## src/hdl/psr_pkg.sv

```systemverilog
// constants shared by the interrupt steering router, its pci source model and its bench
// assumes one 125 MHz system clock and that every user includes this package
package psr_pkg;
  // ***************************************************
  // widths
  // ***************************************************
  localparam int unsigned LINE_CNT = 8; // shared request lines a..h
  localparam int unsigned LEG_CNT = 16; // legacy controller inputs
  localparam int unsigned ADV_CNT = 24; // advanced controller inputs
  localparam int unsigned DYN_CNT = 3; // usb, serial ata, pci express sources
  localparam int unsigned LEG_SEL_W = 4; // width of a legacy irq number
  localparam int unsigned ADV_SEL_W = 5; // width of an advanced irq number
  // ***************************************************
  // fixed legacy irq numbers
  // ***************************************************
  localparam logic [3:0] IRQ_TIMER = 4'h0; // interval timer
  localparam logic [3:0] IRQ_KBD = 4'h1; // keyboard buffer full
  localparam logic [3:0] IRQ_CASCADE = 4'h2; // secondary controller cascade
  localparam logic [3:0] IRQ_SERIAL_DEF = 4'h4; // first serial port default
  localparam logic [3:0] IRQ_FLOPPY = 4'h6; // diskette drive
  localparam logic [3:0] IRQ_PARALLEL_DEF = 4'h7; // first parallel port default
  localparam logic [3:0] IRQ_RTC = 4'h8; // real-time clock
  localparam logic [3:0] IRQ_MOUSE = 4'hc; // on-board mouse port
  localparam logic [3:0] IRQ_FPU = 4'hd; // math coprocessor
  localparam logic [3:0] IRQ_ATA_PRI = 4'he; // primary ata, legacy mode
  localparam logic [3:0] IRQ_ATA_SEC = 4'hf; // secondary ata, legacy mode
  // ***************************************************
  // masks over the sixteen legacy numbers
  // ***************************************************
  // numbers a shared line may select: 3,4,5,6,7,9,10,11,12,14,15
  localparam logic [15:0] STEER_MASK = 16'hdef8;
  // numbers kept free of any fixed on-board source: 3,5,9,10,11
  localparam logic [15:0] FREE_MASK = 16'h0e28;
  // first advanced number driven directly by a shared line
  localparam logic [4:0] ADV_LINE_BASE = 5'h10;
  // reset level of an idle active-low pin
  localparam logic PIN_IDLE = 1'h1;
endpackage : psr_pkg

```

## src/hdl/psr_sync.sv

```systemverilog
// two flip-flop synchroniser for a group of asynchronous levels
// assumes the reset is asynchronous and active low; reset value is a constant
module psr_sync #(
  parameter int unsigned WIDTH = 1,
  parameter logic RST_VAL = 1'h0
) (
  input wire logic clk_in,
  input wire logic rst_n_in,
  input wire logic [WIDTH-1:0] d_in,
  output logic [WIDTH-1:0] q_out
);
  // ***************************************************
  // stages
  // ***************************************************
  logic [WIDTH-1:0] meta_reg; // first stage, read only by the second

  // two stages back to back
  always_ff @(posedge clk_in or negedge rst_n_in) begin
    if (!rst_n_in) begin
      meta_reg <= {WIDTH{RST_VAL}};
      q_out <= {WIDTH{RST_VAL}};
    end else begin
      meta_reg <= d_in;
      q_out <= meta_reg;
    end
  end
endmodule : psr_sync

```

## src/hdl/psr_router.sv

```systemverilog
// interrupt steering router: shared pci lines and fixed sources onto the
// legacy 16-input or advanced 24-input controller.
// assumes fixed and dynamic sources come from logic on mclk_in; shared line
// pins are asynchronous, active low and wired-or by the board.
module psr_router
  import psr_pkg::*;
(
  input wire logic mclk_in,
  input wire logic resetn_in,
  input wire logic adv_mode_in, // 1: advanced controller, 0: legacy
  input wire logic [psr_pkg::LINE_CNT-1:0] shared_irq_line_n_in, // pins a..h, low = request
  input wire logic [psr_pkg::LINE_CNT-1:0][psr_pkg::LEG_SEL_W-1:0] line_sel_in, // legacy number per line
  input wire logic timer_req_in,
  input wire logic kbd_req_in,
  input wire logic cascade_req_in,
  input wire logic floppy_req_in,
  input wire logic rtc_req_in,
  input wire logic fpu_req_in,
  input wire logic mouse_present_in,
  input wire logic mouse_req_in,
  input wire logic ata_pri_present_in,
  input wire logic ata_pri_req_in,
  input wire logic ata_sec_present_in,
  input wire logic ata_sec_req_in,
  input wire logic serial_req_in, // first serial port
  input wire logic serial_remap_in, // 1: use serial_sel_in if steerable and non-free
  input wire logic [psr_pkg::LEG_SEL_W-1:0] serial_sel_in,
  input wire logic parallel_req_in, // first parallel port
  input wire logic parallel_remap_in,
  input wire logic [psr_pkg::LEG_SEL_W-1:0] parallel_sel_in,
  input wire logic [psr_pkg::DYN_CNT-1:0] dyn_req_in, // usb, sata, pcie
  input wire logic [psr_pkg::DYN_CNT-1:0][psr_pkg::ADV_SEL_W-1:0] dyn_sel_in,
  output logic [psr_pkg::LEG_CNT-1:0] legacy_irq_out,
  output logic [psr_pkg::ADV_CNT-1:0] adv_irq_out
);
  import psr_pkg::*;

  // ***************************************************
  // functions
  // ***************************************************
  // one-hot of a legacy number
  function automatic logic [LEG_CNT-1:0] leg_hot(input logic [LEG_SEL_W-1:0] num);
    leg_hot = {{(LEG_CNT-1){1'b0}}, 1'b1} << num;
  endfunction : leg_hot

  // one-hot of an advanced number, zero when out of range
  function automatic logic [ADV_CNT-1:0] adv_hot(input logic [ADV_SEL_W-1:0] num);
    adv_hot = (num < ADV_SEL_W'(ADV_CNT)) ? ({{(ADV_CNT-1){1'b0}}, 1'b1} << num) : '0;
  endfunction : adv_hot

  // number may be steered to; 12 only while no mouse port
  function automatic logic steer_ok(input logic [LEG_SEL_W-1:0] num, input logic mouse);
    steer_ok = STEER_MASK[num] && !(mouse && num == IRQ_MOUSE);
  endfunction : steer_ok

  // ***************************************************
  // reset and pin synchronisers
  // ***************************************************
  logic rst_n; // released copy of resetn_in
  logic [LINE_CNT-1:0] line_n_sync; // synchronised pins
  logic [LINE_CNT-1:0] line_req; // active-high line requests

  // reset release through two flip-flops
  psr_sync #(.WIDTH(1), .RST_VAL(1'h0)) u_rst_sync (
    .clk_in(mclk_in),
    .rst_n_in(resetn_in),
    .d_in(1'h1),
    .q_out(rst_n)
  );

  psr_sync #(.WIDTH(LINE_CNT), .RST_VAL(PIN_IDLE)) u_line_sync (
    .clk_in(mclk_in),
    .rst_n_in(rst_n),
    .d_in(shared_irq_line_n_in),
    .q_out(line_n_sync)
  );

  assign line_req = ~line_n_sync;

  // ***************************************************
  // fixed legacy sources
  // ***************************************************
  logic serial_ok; // remap target usable
  logic parallel_ok;
  logic [LEG_SEL_W-1:0] serial_num; // effective serial number
  logic [LEG_SEL_W-1:0] parallel_num;
  logic [LEG_CNT-1:0] fixed_vec; // fixed sources by number

  // remap only onto steerable, non-free numbers
  assign serial_ok = steer_ok(serial_sel_in, mouse_present_in) && !FREE_MASK[serial_sel_in];
  assign parallel_ok = steer_ok(parallel_sel_in, mouse_present_in) && !FREE_MASK[parallel_sel_in];
  assign serial_num = (serial_remap_in && serial_ok) ? serial_sel_in : IRQ_SERIAL_DEF;
  assign parallel_num = (parallel_remap_in && parallel_ok) ? parallel_sel_in : IRQ_PARALLEL_DEF;

  // reserved numbers wired to their sources
  // nothing fixed on the free numbers
  assign fixed_vec = ({LEG_CNT{timer_req_in}} & leg_hot(IRQ_TIMER))
    | ({LEG_CNT{kbd_req_in}} & leg_hot(IRQ_KBD))
    | ({LEG_CNT{cascade_req_in}} & leg_hot(IRQ_CASCADE))
    | ({LEG_CNT{floppy_req_in}} & leg_hot(IRQ_FLOPPY))
    | ({LEG_CNT{rtc_req_in}} & leg_hot(IRQ_RTC))
    | ({LEG_CNT{fpu_req_in}} & leg_hot(IRQ_FPU))
    | ({LEG_CNT{mouse_present_in && mouse_req_in}} & leg_hot(IRQ_MOUSE))
    | ({LEG_CNT{ata_pri_present_in && ata_pri_req_in}} & leg_hot(IRQ_ATA_PRI))
    | ({LEG_CNT{ata_sec_present_in && ata_sec_req_in}} & leg_hot(IRQ_ATA_SEC))
    | ({LEG_CNT{serial_req_in}} & leg_hot(serial_num))
    | ({LEG_CNT{parallel_req_in}} & leg_hot(parallel_num));

  // ***************************************************
  // steering
  // ***************************************************
  logic [LINE_CNT-1:0][LEG_CNT-1:0] line_hot; // legacy target per line
  logic [DYN_CNT-1:0][LEG_CNT-1:0] dyn_leg_hot; // dynamic sources, legacy
  logic [DYN_CNT-1:0][ADV_CNT-1:0] dyn_adv_hot; // dynamic sources, advanced
  logic [LEG_CNT-1:0] steer_vec; // or of all steered targets
  logic [ADV_CNT-1:0] dyn_adv_vec;

  // one steering slice per shared line
  // card pins arrive pre-wired on the lines
  for (genvar i = 0; i < LINE_CNT; i++) begin : g_line
    // disallowed selections leave the line off
    assign line_hot[i] = (line_req[i] && steer_ok(line_sel_in[i], mouse_present_in)) ? leg_hot(line_sel_in[i]) : '0;
  end

  for (genvar j = 0; j < DYN_CNT; j++) begin : g_dyn
    assign dyn_leg_hot[j] = (dyn_req_in[j] && dyn_sel_in[j] < ADV_SEL_W'(LEG_CNT)
      && steer_ok(dyn_sel_in[j][LEG_SEL_W-1:0], mouse_present_in)) ? leg_hot(dyn_sel_in[j][LEG_SEL_W-1:0]) : '0;
    assign dyn_adv_hot[j] = (dyn_req_in[j] && (dyn_sel_in[j] >= ADV_LINE_BASE
      || steer_ok(dyn_sel_in[j][LEG_SEL_W-1:0], mouse_present_in))) ? adv_hot(dyn_sel_in[j]) : '0;
  end

  always_comb begin
    steer_vec = '0;
    dyn_adv_vec = '0;
    for (int k = 0; k < LINE_CNT; k++) begin
      steer_vec = steer_vec | line_hot[k];
    end
    for (int k = 0; k < DYN_CNT; k++) begin
      steer_vec = steer_vec | dyn_leg_hot[k];
      dyn_adv_vec = dyn_adv_vec | dyn_adv_hot[k];
    end
  end

  // ***************************************************
  // output selection and registers
  // ***************************************************
  logic [LEG_CNT-1:0] legacy_next;
  logic [ADV_CNT-1:0] adv_next;

  // legacy set only in legacy mode
  assign legacy_next = adv_mode_in ? '0 : (fixed_vec | steer_vec);
  // fixed sources low, lines a..h high
  assign adv_next = adv_mode_in ? ({line_req, fixed_vec} | dyn_adv_vec) : '0;

  // output registers
  always_ff @(posedge mclk_in or negedge rst_n) begin
    if (!rst_n) begin
      legacy_irq_out <= '0;
      adv_irq_out <= '0;
    end else begin
      legacy_irq_out <= legacy_next;
      adv_irq_out <= adv_next;
    end
  end

  // ***************************************************
  // assertions
  // ***************************************************
  logic chk_arm_reg; // high from the first edge at which outputs follow inputs
  logic [LEG_CNT-1:0] share_rest; // legacy requests other than lines a and b
  logic [LEG_CNT-1:0] share_hot; // number selected by line a

  // arm the checks one edge after release; the edge of release still resets the outputs
  always_ff @(posedge mclk_in or negedge rst_n) begin
    if (!rst_n) begin
      chk_arm_reg <= 1'h0;
    end else begin
      chk_arm_reg <= 1'h1;
    end
  end

  // sources that may share a number with lines a and b
  assign share_rest = fixed_vec | dyn_leg_hot[0] | dyn_leg_hot[1] | dyn_leg_hot[2]
    | line_hot[2] | line_hot[3] | line_hot[4] | line_hot[5] | line_hot[6] | line_hot[7];
  assign share_hot = leg_hot(line_sel_in[0]);
endmodule : psr_router

```

## config.mk

```make
export PLATFORM = sky130hd
export DESIGN_NAME = psr_router
export DESIGN_NICKNAME = d
export VERILOG_FILES = /design/src/hdl/psr_pkg.sv /design/src/hdl/psr_sync.sv /design/src/hdl/psr_router.sv
export SDC_FILE = /design/constraint.sdc
export NUM_CORES = 1
export LEC_CHECK = 0
export BUFFER_PORTS_ARGS = -buffer_cell sky130_fd_sc_hd__buf_2
export CAP_MARGIN = 25
export CORE_MARGIN = 1.5
export CORE_UTILIZATION = 46
export CTS_BUF_LIST = sky130_fd_sc_hd__clkbuf_4
export DETAILED_ROUTE_END_ITERATION = 10
export PLACE_DENSITY = 0.78
export SYNTH_ARGS = -nofsm -noshare
export SYNTH_HDL_FRONTEND = slang
export SYNTH_SLANG_ARGS = --single-unit
```

## constraint.sdc

```tcl
create_clock -name mclk_in -period 1.7 [get_ports mclk_in]
set_clock_uncertainty 0.05 [all_clocks]
set_input_delay 0.34 -clock mclk_in [delete_from_list [all_inputs] [get_ports mclk_in]]
set_output_delay 0.34 -clock mclk_in [all_outputs]
set_load 0.02 [all_outputs]
```

==> results of run 1 <==
kinds of logic after synthesis:
kind of cell,synth area share [%]
other,0.111
buffers and inverters,1.63
flip-flops,43.6
AO/OA/AOI/OAI,17.1
AND/OR/NAND/NOR,37.5
stage by stage:
step / instance area (um^2) / power (W)
CTS: 4480 / 0.00318
finish: 4500 / 0.00317
detailed placement: 4250 / 0.00222
global route: 4500 / 0.00334
floorplan: 3370 / 0.00186
global placement: 4250 / 0.00222
final cells by class:
class,count,share of cell area [%]
Timing Repair Buffer,154,19.8
Sequential cell,58,32.7
Inverter,2,0.167
Clock inverter,4,0.944
Clock buffer,12,2.00
Tap cell,99,2.75
Multi-Input combinational cell,288,41.6
layer usage:
metal / vias to the layer above / track usage (%) / routed length, um
met5: - / 0 / 0
li1: 1705 / - / -
met4: 0 / 12.8 / 344
met1: 1761 / 40.5 / 4890
met3: 30 / 7.56 / 1080
met2: 206 / 44.9 / 5230
worst max-delay path, delay by kind of cell (launching register included):
kind            cells  cell delay (ns)
flops               1             0.61
simple gates        2             0.63
compound gates      2             0.25
synth_stat cells, types with 6 or more instances:
| cell type | count |
|---|---|
| nor4_1 | 22 |
| o221ai_1 | 7 |
| nand4b_1 | 7 |
| nand2b_1 | 30 |
| dfstp_2 | 16 |
| o22ai_1 | 27 |
| a31oi_1 | 9 |
| nor2_1 | 30 |
| nor3_1 | 29 |
| dfrtp_1 | 42 |
| nor2b_1 | 18 |
| nand2_1 | 22 |
| or3b_2 | 7 |
| o32ai_1 | 7 |
| clkbuf_1 | 6 |
| nand3b_1 | 10 |
| o21a_1 | 6 |
final timing paths:
| check | cells after the start | end |
|---|---|---|
| max | 4 | legacy_irq_out[15] |
| min reg2reg | 0 | adv_irq_out[19] |
| min | 0 | adv_irq_out[19] |
| max reg2reg | 4 | legacy_irq_out[15] |
| min in group mclk_in | 2 | adv_irq_out[2] |
| max in group asynchronous | 1 | u_line_sync.q_out[1] |
layout by cell type, fill, tap and decap left out, types with 12 or more instances in the layout:
cell      instances
buf_2           124
dfrtp_1          41
nor2_1           30
nand2b_1         30
o22ai_1          27
nor3_1           26
nand2_1          22
nor4_1           20
buf_4            19
nor2b_1          18
dfstp_2          16
clkbuf_4         12
power breakdown:
group / internal, W / switching (W) / total (W)
logic: 0.000292 / 0.000428 / 0.000720
clock network: 0.000488 / 0.000465 / 0.000952
registers: 0.00147 / 0.0000322 / 0.00150
total: 0.00225 / 0.000925 / 0.00317
timing repair:
item / CTS / global route
hold endpoints to repair: 10 / 0
setup buffers: 0 / 0
gates resized for setup: 0 / 5
hold buffers: 9 / 0
endpoints found under the setup margin: 0 / 2
==> flow_metrics.py, run 1 <==
metrics = {
    "cells_and_area": {
        "regMostFlops": "adv_irq_out",
        "final_nets": 598,
        "fin_util_pct": 62.8,
        "antenna_cells": 0,
        "multi_input_area_um2": 1870,
        "largest_register_ffs": 24,
        "regArea_um2": 1470,
        "final_layout_size_suffix_gt1_share_pct": 37.3,
        "n_fill_cell": 627,
        "fin_cells": 617,
        "reg_top3": "adv_irq_out (24), legacy_irq_out (16)",
        "synthToLayoutAreaGrowth_pct": 33.5,
    },
    "clock_network": {
        "clk_latency_ns": 0.39,
        "clock-sinks": 58,
        "cts_root_buf": "clkbuf_4",
        "cts_buffers": 9,
        "cts.reportedPaths.clkPinSlew_ns": 0.10,
        "cts_tree": "built",
        "htreeDepth": 3,
        "cts_buffer_depth": 2,
    },
    "logic_synthesis": {
        "synth.area.top_cells": "dfrtp_1 (31%), dfstp_2 (12%), nand2b_1 (5.6%), o22ai_1 (5.0%), nor3_1 (4.3%)",
        "yosys.area.top_type_share_pct": 31.2,
        "synth-edff-count": 0,
        "synth_cell_types": 46,
        "syn_area_um2": 3370,
        "ys_ff_latch": 58,
        "ys_async_sr_fraction_pct": 100,
        "ys_seq_area_share_pct": 43.6,
        "synth_nets": 444,
        "post-synth-top-area-cell": "dfrtp_1",
        "avgSynthCellArea_um2": 9.40,
        "ys_warn_count": 0,
        "syn_inst": 359,
        "dominantRegCellSynth": "dfrtp_1",
    },
    "pwr": {
        "vdd_drop_max_v": 0.000567,
        "pwr_density_cell_nw_per_um2": 705,
        "power_leakage_nw": 1.92,
    },
    "timing": {
        "period_minus_slack_ns": 1.64,
        "layout_setup_ws_ns": 0.0592,
        "timing.hold.ws_ns": 0.0279,
        "setup_viol": 0,
        "fin_setup_tns_ns": 0,
        "grt_setup_unrepaired": "false",
        "hold_viol": 0,
        "max_freq_mhz": 609,
        "fin_crit_sh_pct": 96.5,
        "drv_slew": 0,
    },
    "floorplan": {
        "core_area_um2": 7180,
        "die_h_um": 88.6,
        "die_w_um": 88.6,
        "rows": 31,
        "initial_core_util_pct": 47.0,
        "pin_count": 125,
        "die_area_um2": 7860,
    },
    "place": {
        "port_buffers": 124,
        "pre_cts_ws_ns": -0.0766,
        "hpwlAfterDp_um": 9160,
        "dp_cells": 592,
        "gp_congestion": 0.974,
    },
    "route": {
        "num_vias": 3702,
        "route.detailed.drc": 0,
        "ant_nets": 0,
        "drt_iter0_drc": 262,
        "drt-total-wl_um": 11500,
        "wire_per_inst_um": 18.7,
        "viasPerCell": 6.00,
        "firstDrtPassIters": 7,
    },
    "global_route": {
        "grt_pass1_vias": 3341,
        "overflow": 0,
        "grt_pass1_wl_um": 17300,
        "grt_usage_pct": 29.8,
        "grt_max_degree": 54,
        "grt_antenna_before_repair": 0,
    },
    "setup_path": {
        "required_ns": 1.93,
        "crit_path_top_delay_cell": "dfstp_2",
        "worst-path-max-fanout": 5,
        "r2r_setup_slack_ns": 0.06,
        "crit_type": "reg2reg",
        "worstPathArrival_ns": 1.87,
        "worstPathCellList": "nand2b_1 > o22ai_1 > nor4_1 > a21oi_1",
        "reg2reg_from": "u_line_sync.q_out[6]",
        "worstSetupStartpointType": "flip-flop",
        "endpoint_kind": "flip-flop",
        "slowest_delay_ns": 0.61,
        "cp-startpoint": "u_line_sync.q_out[6]",
    },
    "outcome": {
        "status": "complete, no violations",
    },
    "flow_run": {
        "cap_violations": 0,
    },
    "hold_path": {
        "hold_path.class": "reg2async",
    },
}
Note: power is estimated with default switching activity, not from simulation.
==> run 2: changes to the inputs <==
--- a/config.mk
+++ b/config.mk
@@ -11,6 +11,7 @@
 export CORE_UTILIZATION = 46
 export CTS_BUF_LIST = sky130_fd_sc_hd__clkbuf_4
 export DETAILED_ROUTE_END_ITERATION = 10
+export GPL_TIMING_DRIVEN = 0
 export PLACE_DENSITY = 0.78
 export SYNTH_ARGS = -nofsm -noshare
 export SYNTH_HDL_FRONTEND = slang
==> run 2 against run 1 <==
Compared with the run above:
- maximum frequency fell by 2.1%
- combinational power shrank 7.4%
- clock-buffer cell count decreased by 3
- cell count down 2.4%
- largest power group unchanged
==> flow_metrics.py, run 2 (synthesis results as in run 1) <==
metrics = {
    "setup_path": {
        "required_ns": 1.97,
        "worstPathArrival_ns": 1.95,
        "worstSetupStartpointType": "flip-flop",
        "endpoint_kind": "flip-flop",
        "crit_type": "reg2reg",
        "worst-path-max-fanout": 6,
        "r2r-end": "legacy_irq_out[4]",
        "r2r_setup_slack_ns": 0.02,
        "r2r_cells": 4,
        "reg2reg_from": "u_line_sync.q_out[0]",
    },
    "route": {
        "viasPerCell": 6.03,
        "route.detailed.drc": 0,
        "firstDrtPassIters": 5,
        "met3_length_um": 914,
        "drt-total-wl_um": 11200,
        "ant_nets": 0,
        "wire_per_inst_um": 18.7,
        "drt_iter0_drc": 386,
        "num_vias": 3633,
        "top_layer_used": "met4",
        "route.met2.wl_um": 5300,
        "met1Wirelength_um": 4750,
    },
    "pwr": {
        "pwr_density_cell_nw_per_um2": 780,
        "power_leakage_nw": 1.85,
        "vdd_drop_max_v": 0.000471,
    },
    "timing": {
        "grt_setup_unrepaired": "false",
        "relSlewSlack_pct": 54.8,
        "fin_crit_sh_pct": 98.6,
        "tightest_slew_ns": 0.672,
        "drv_slew": 0,
        "setup_viol": 0,
        "period_minus_slack_ns": 1.68,
        "max_freq_mhz": 596,
        "hold_viol": 0,
    },
    "floorplan": {
        "die_w_um": 88.6,
        "die_h_um": 88.6,
        "pin_count": 125,
        "die_area_um2": 7860,
        "core_area_um2": 7180,
        "initial_core_util_pct": 47.0,
        "rows": 31,
    },
    "clock_network": {
        "cts_setup_buffers": 0,
        "cts_root_buf": "clkbuf_4",
        "clock-sinks": 58,
        "cts.reportedPaths.clkPinSlew_ns": 0.10,
        "cts_tree": "built",
        "clk_latency_ns": 0.40,
        "cts_buffers": 9,
        "cts_buffer_depth": 2,
        "htreeDepth": 3,
    },
    "place": {
        "dp_cells": 577,
        "port_buffers": 118,
        "hpwlAfterDp_um": 8940,
        "placed_area_um2": 4110,
        "gp_congestion": 0.955,
    },
    "cells_and_area": {
        "layout_commonest_cell": "buf_2",
        "synthToLayoutAreaGrowth_pct": 30.2,
        "reg_top3": "adv_irq_out (24), legacy_irq_out (16)",
        "antenna_cells": 0,
        "final_cell_mix": "buf_2 (122), dfrtp_1 (41), nor2_1 (30)",
        "final_nets": 583,
        "fin_cells": 602,
        "final_layout_size_suffix_gt1_share_pct": 34.0,
        "regMostFlops": "adv_irq_out",
        "final_area_um2": 4390,
        "largest_register_ffs": 24,
        "n_fill_cell": 651,
    },
    "hold_path": {
        "hold_end": "adv_irq_out[13]",
        "worstHoldPathCells": 2,
        "hold_path.class": "in2reg",
        "min_from": "fpu_req_in",
    },
    "global_route": {
        "grt_max_degree": 36,
        "grt_pass1_wl_um": 16800,
        "grt_usage_pct": 29.0,
        "grt_pass1_vias": 3315,
        "grt_antenna_before_repair": 0,
        "overflow": 0,
    },
    "outcome": {
        "status": "complete, no violations",
    },
    "flow_run": {
        "cap_violations": 0,
    },
}
run 2: cell types whose count changed in the layout (fill, tap and decap cells not counted), sizes merged:
| cell | delta |
|---|---|
| buf | -22 |
| bufinv | +2 |
| clkbuf | +4 |
| clkinv | +1 |
run 2: where the power goes:
part / leakage [nW] / switching [W] / internal, W
sequential: 0.715 / 0.0000413 / 0.00147
clock: 0.0948 / 0.000514 / 0.000730
combinational: 1.04 / 0.000406 / 0.000261
run 2: cell type report:
cell class	instances	area [um^2]	share of cell area (%)
Multi-Input combinational cell	288	1860	42.4
Sequential cell	58	1470	33.5
Timing Repair Buffer	128	701	16.0
Tap cell	99	124	2.82
Clock inverter	7	108	2.45
Clock buffer	9	67.6	1.54
Buffer	11	47.5	1.08
Inverter	2	7.51	0.171
run 2: worst max-delay path by stage:
| stage | startpoint | end | slack [ns] |
|---|---|---|---|
| 6_report | u_line_sync.q_out[0] | legacy_irq_out[4] | 0.02 |
| 5_1_grt | u_line_sync.q_out[7] | legacy_irq_out[12] | 0.004 |
| 4_1_cts | u_line_sync.q_out[4] | legacy_irq_out[15] | 0.04 |
| 3_5_place_dp | dyn_sel_in[0] | legacy_irq_out[6] | -0.14 |
| 3_3_place_gp | mouse_present_in | legacy_irq_out[12] | -0.14 |
| 2_1_floorplan | dyn_sel_in[5] | legacy_irq_out[4] | 0.27 |
run 2: layer usage:
layer / GRT usage (%) / vias to the layer above
met1: 38.8 / 1702
met5: 0 / -
met3: 4.66 / 23
li1: - / 1684
met2: 47.1 / 224
met4: 10.8 / 0
run 2: through the flow:
| stage | power [W] | utilization (%) | setup slack [ns] | hold WS [ns] | TNS, ns |
|---|---|---|---|---|---|
| finish | 0.00342 | 61.2 | 0.0233 | 0.102 | 0 |
| global route | 0.00357 | 61.2 | 0.00396 | 0.106 | 0 |
| CTS | 0.00342 | 61.0 | 0.0370 | 0.0988 | 0 |
| detailed placement | 0.00218 | 57.3 | -0.142 | 0.0790 | -0.434 |
| global placement | 0.00216 | 57.0 | -0.144 | 0.0750 | -0.411 |
| floorplan | 0.00186 | - | 0.272 | -0.00559 | 0 |
run 2: timing repair:
item                       4_1_cts  5_1_grt
hold endpoints to repair        10        0
hold buffers                     9        0
setup endpoints to repair        0        3
gates resized for setup          0        4
run 2: worst max-delay path, cell delays in order, from the launching register on:
cell      delay, ns
dfstp_2        0.40
or3b_1         0.44
o32ai_1        0.40
a221oi_1       0.10
a31oi_1        0.19
==> run 3: changes to the inputs <==
--- a/config.mk
+++ b/config.mk
@@ -12,7 +12,7 @@
 export CTS_BUF_LIST = sky130_fd_sc_hd__clkbuf_4
 export DETAILED_ROUTE_END_ITERATION = 10
 export GPL_TIMING_DRIVEN = 0
-export PLACE_DENSITY = 0.78
+export PLACE_DENSITY = 0.77
 export SYNTH_ARGS = -nofsm -noshare
 export SYNTH_HDL_FRONTEND = slang
 export SYNTH_SLANG_ARGS = --single-unit
==> run 3 against run 2 <==
Compared with the run above:
- first-iteration DRC count shrank 29%
- die area is the same
- hold slack gained 0.024 ns
- sequential share of layout area grew 0.48 points
- global-route usage shrank 1.1 points
- critical path depth is the same
- maximum frequency grew 4.3%
- critical path type unchanged
- clock power shrank 33%
- cell area shrank 1.4%
- sequential power is essentially flat
- routed wire length shrank 4.4%
- critical endpoint is now legacy_irq_out[15]
- clock-buffer cell count grew 5
==> flow_metrics.py, run 3 (synthesis results as in run 1) <==
metrics = {
    "outcome": {
        "status": "complete, no violations",
    },
    "route": {
        "firstDrtPassIters": 5,
        "drt-total-wl_um": 10700,
        "drt_iter0_drc": 273,
        "ant_nets": 0,
        "wire_per_inst_um": 17.8,
        "viasPerCell": 6.05,
        "route.detailed.drc": 0,
        "num_vias": 3640,
    },
    "place": {
        "hpwlAfterDp_um": 8570,
        "dp_cells": 577,
        "gp_congestion": 0.953,
        "port_buffers": 118,
        "pre_cts_ws_ns": -0.133,
        "placed_area_um2": 4110,
    },
    "cells_and_area": {
        "final_layout_size_suffix_gt1_share_pct": 34.0,
        "reg_top3": "adv_irq_out (24), legacy_irq_out (16)",
        "regMostFlops": "adv_irq_out",
        "final_nets": 583,
        "final_area_um2": 4330,
        "final_cell_mix": "buf_2 (122), dfrtp_1 (41), nor2_1 (30)",
        "largest_register_ffs": 24,
        "fin_cells": 602,
        "synthToLayoutAreaGrowth_pct": 28.3,
        "antenna_cells": 0,
        "layout_commonest_cell": "buf_2",
    },
    "floorplan": {
        "initial_core_util_pct": 47.0,
        "die_w_um": 88.6,
        "core_area_um2": 7180,
        "pin_count": 125,
        "rows": 31,
        "die_area_um2": 7860,
        "die_h_um": 88.6,
    },
    "timing": {
        "layout_setup_ws_ns": 0.0924,
        "fin_crit_sh_pct": 94.6,
        "hold_viol": 0,
        "setup_viol": 0,
        "drv_slew": 0,
        "relSlewSlack_pct": 55.8,
        "tightest_slew_ns": 0.658,
        "grt_setup_unrepaired": "false",
        "period_minus_slack_ns": 1.61,
        "max_freq_mhz": 622,
    },
    "clock_network": {
        "cts.reportedPaths.clkPinSlew_ns": 0.09,
        "clock-sinks": 58,
        "htreeDepth": 3,
        "cts_tree": "built",
        "cts_buffers": 9,
        "cts_root_buf": "clkbuf_4",
        "cts_buffer_depth": 2,
        "clk_latency_ns": 0.38,
    },
    "global_route": {
        "overflow": 0,
        "grt_pass1_wl_um": 16200,
        "grt_max_degree": 36,
        "grt_usage_pct": 27.8,
        "grt_antenna_before_repair": 0,
        "grt_pass1_vias": 3269,
    },
    "setup_path": {
        "required_ns": 1.90,
        "worstPathArrival_ns": 1.81,
        "worst-path-max-fanout": 6,
        "worstSetupStartpointType": "flip-flop",
        "crit_type": "reg2reg",
        "endpoint_kind": "flip-flop",
    },
    "pwr": {
        "vdd_drop_max_v": 0.000506,
        "pwr_density_cell_nw_per_um2": 696,
        "power_leakage_nw": 1.82,
    },
    "hold_path": {
        "hold_path.class": "in2reg",
    },
    "flow_run": {
        "cap_violations": 0,
    },
}
## run 3: layer usage
metal,GRT usage (%),share of wire (%),vias up
met5,0,0,-
met4,10.9,3.3,0
met3,5.04,8.3,34
met2,46.3,47,236
met1,35.9,41,1692
li1,-,-,1678
## run 3: worst max-delay path: stages (launching register included)
cell and delay, ns:
dfstp_2 0.60, nand2b_1 0.25, o22ai_1 0.16, nor4_2 0.29, a21oi_1 0.12
## run 3: where the power goes
part	switching, W	internal [W]
Sequential	0.0000406	0.00147
Combinational	0.000403	0.000262
Clock	0.000458	0.000378
## run 3: layout make-up
cell class              instances  area (um^2)
repair buffers                128          701
well taps                      99          124
fillers                       690         2850
inverters                       2         7.51
clock buffers                  14          105
flip-flops and latches         58         1470
clock inverters                 2         8.76
plain buffers                  11         47.5
multi-input cells             288         1860
## run 3: stage by stage
| stage | setup TNS (ns) | hold WS (ns) | util (%) | power, W |
|---|---|---|---|---|
| finish | 0 | 0.125 | 60.3 | 0.00301 |
| global route | 0 | 0.109 | 60.3 | 0.00317 |
| CTS | 0 | 0.115 | 60.1 | 0.00302 |
| detailed placement | -0.427 | 0.0754 | 57.3 | 0.00217 |
| global placement | -0.372 | 0.0753 | 57.0 | 0.00216 |
| floorplan | 0 | -0.00559 | - | 0.00186 |
## run 3: repair_timing
item	CTS	global route
setup endpoints to repair	0	2
resized for setup	0	3
buffers inserted	0	0
hold buffers	9	0
hold endpoints to repair	10	0
## run 3: path summary, 6_finish.rpt
path                                       from            endpoint  slack, ns  cells after the start
setup / recovery           u_line_sync.q_out[6]  legacy_irq_out[15]       0.09                      4
hold / removal                       fpu_req_in     adv_irq_out[13]       0.13                      2
setup reg to reg           u_line_sync.q_out[6]  legacy_irq_out[15]       0.09                      4
hold reg to reg                u_rst_sync.q_out     adv_irq_out[23]       0.17                      0
max in group asynchronous      u_rst_sync.q_out     adv_irq_out[11]       0.89                      1
min in group asynchronous      u_rst_sync.q_out     adv_irq_out[23]       0.17                      0
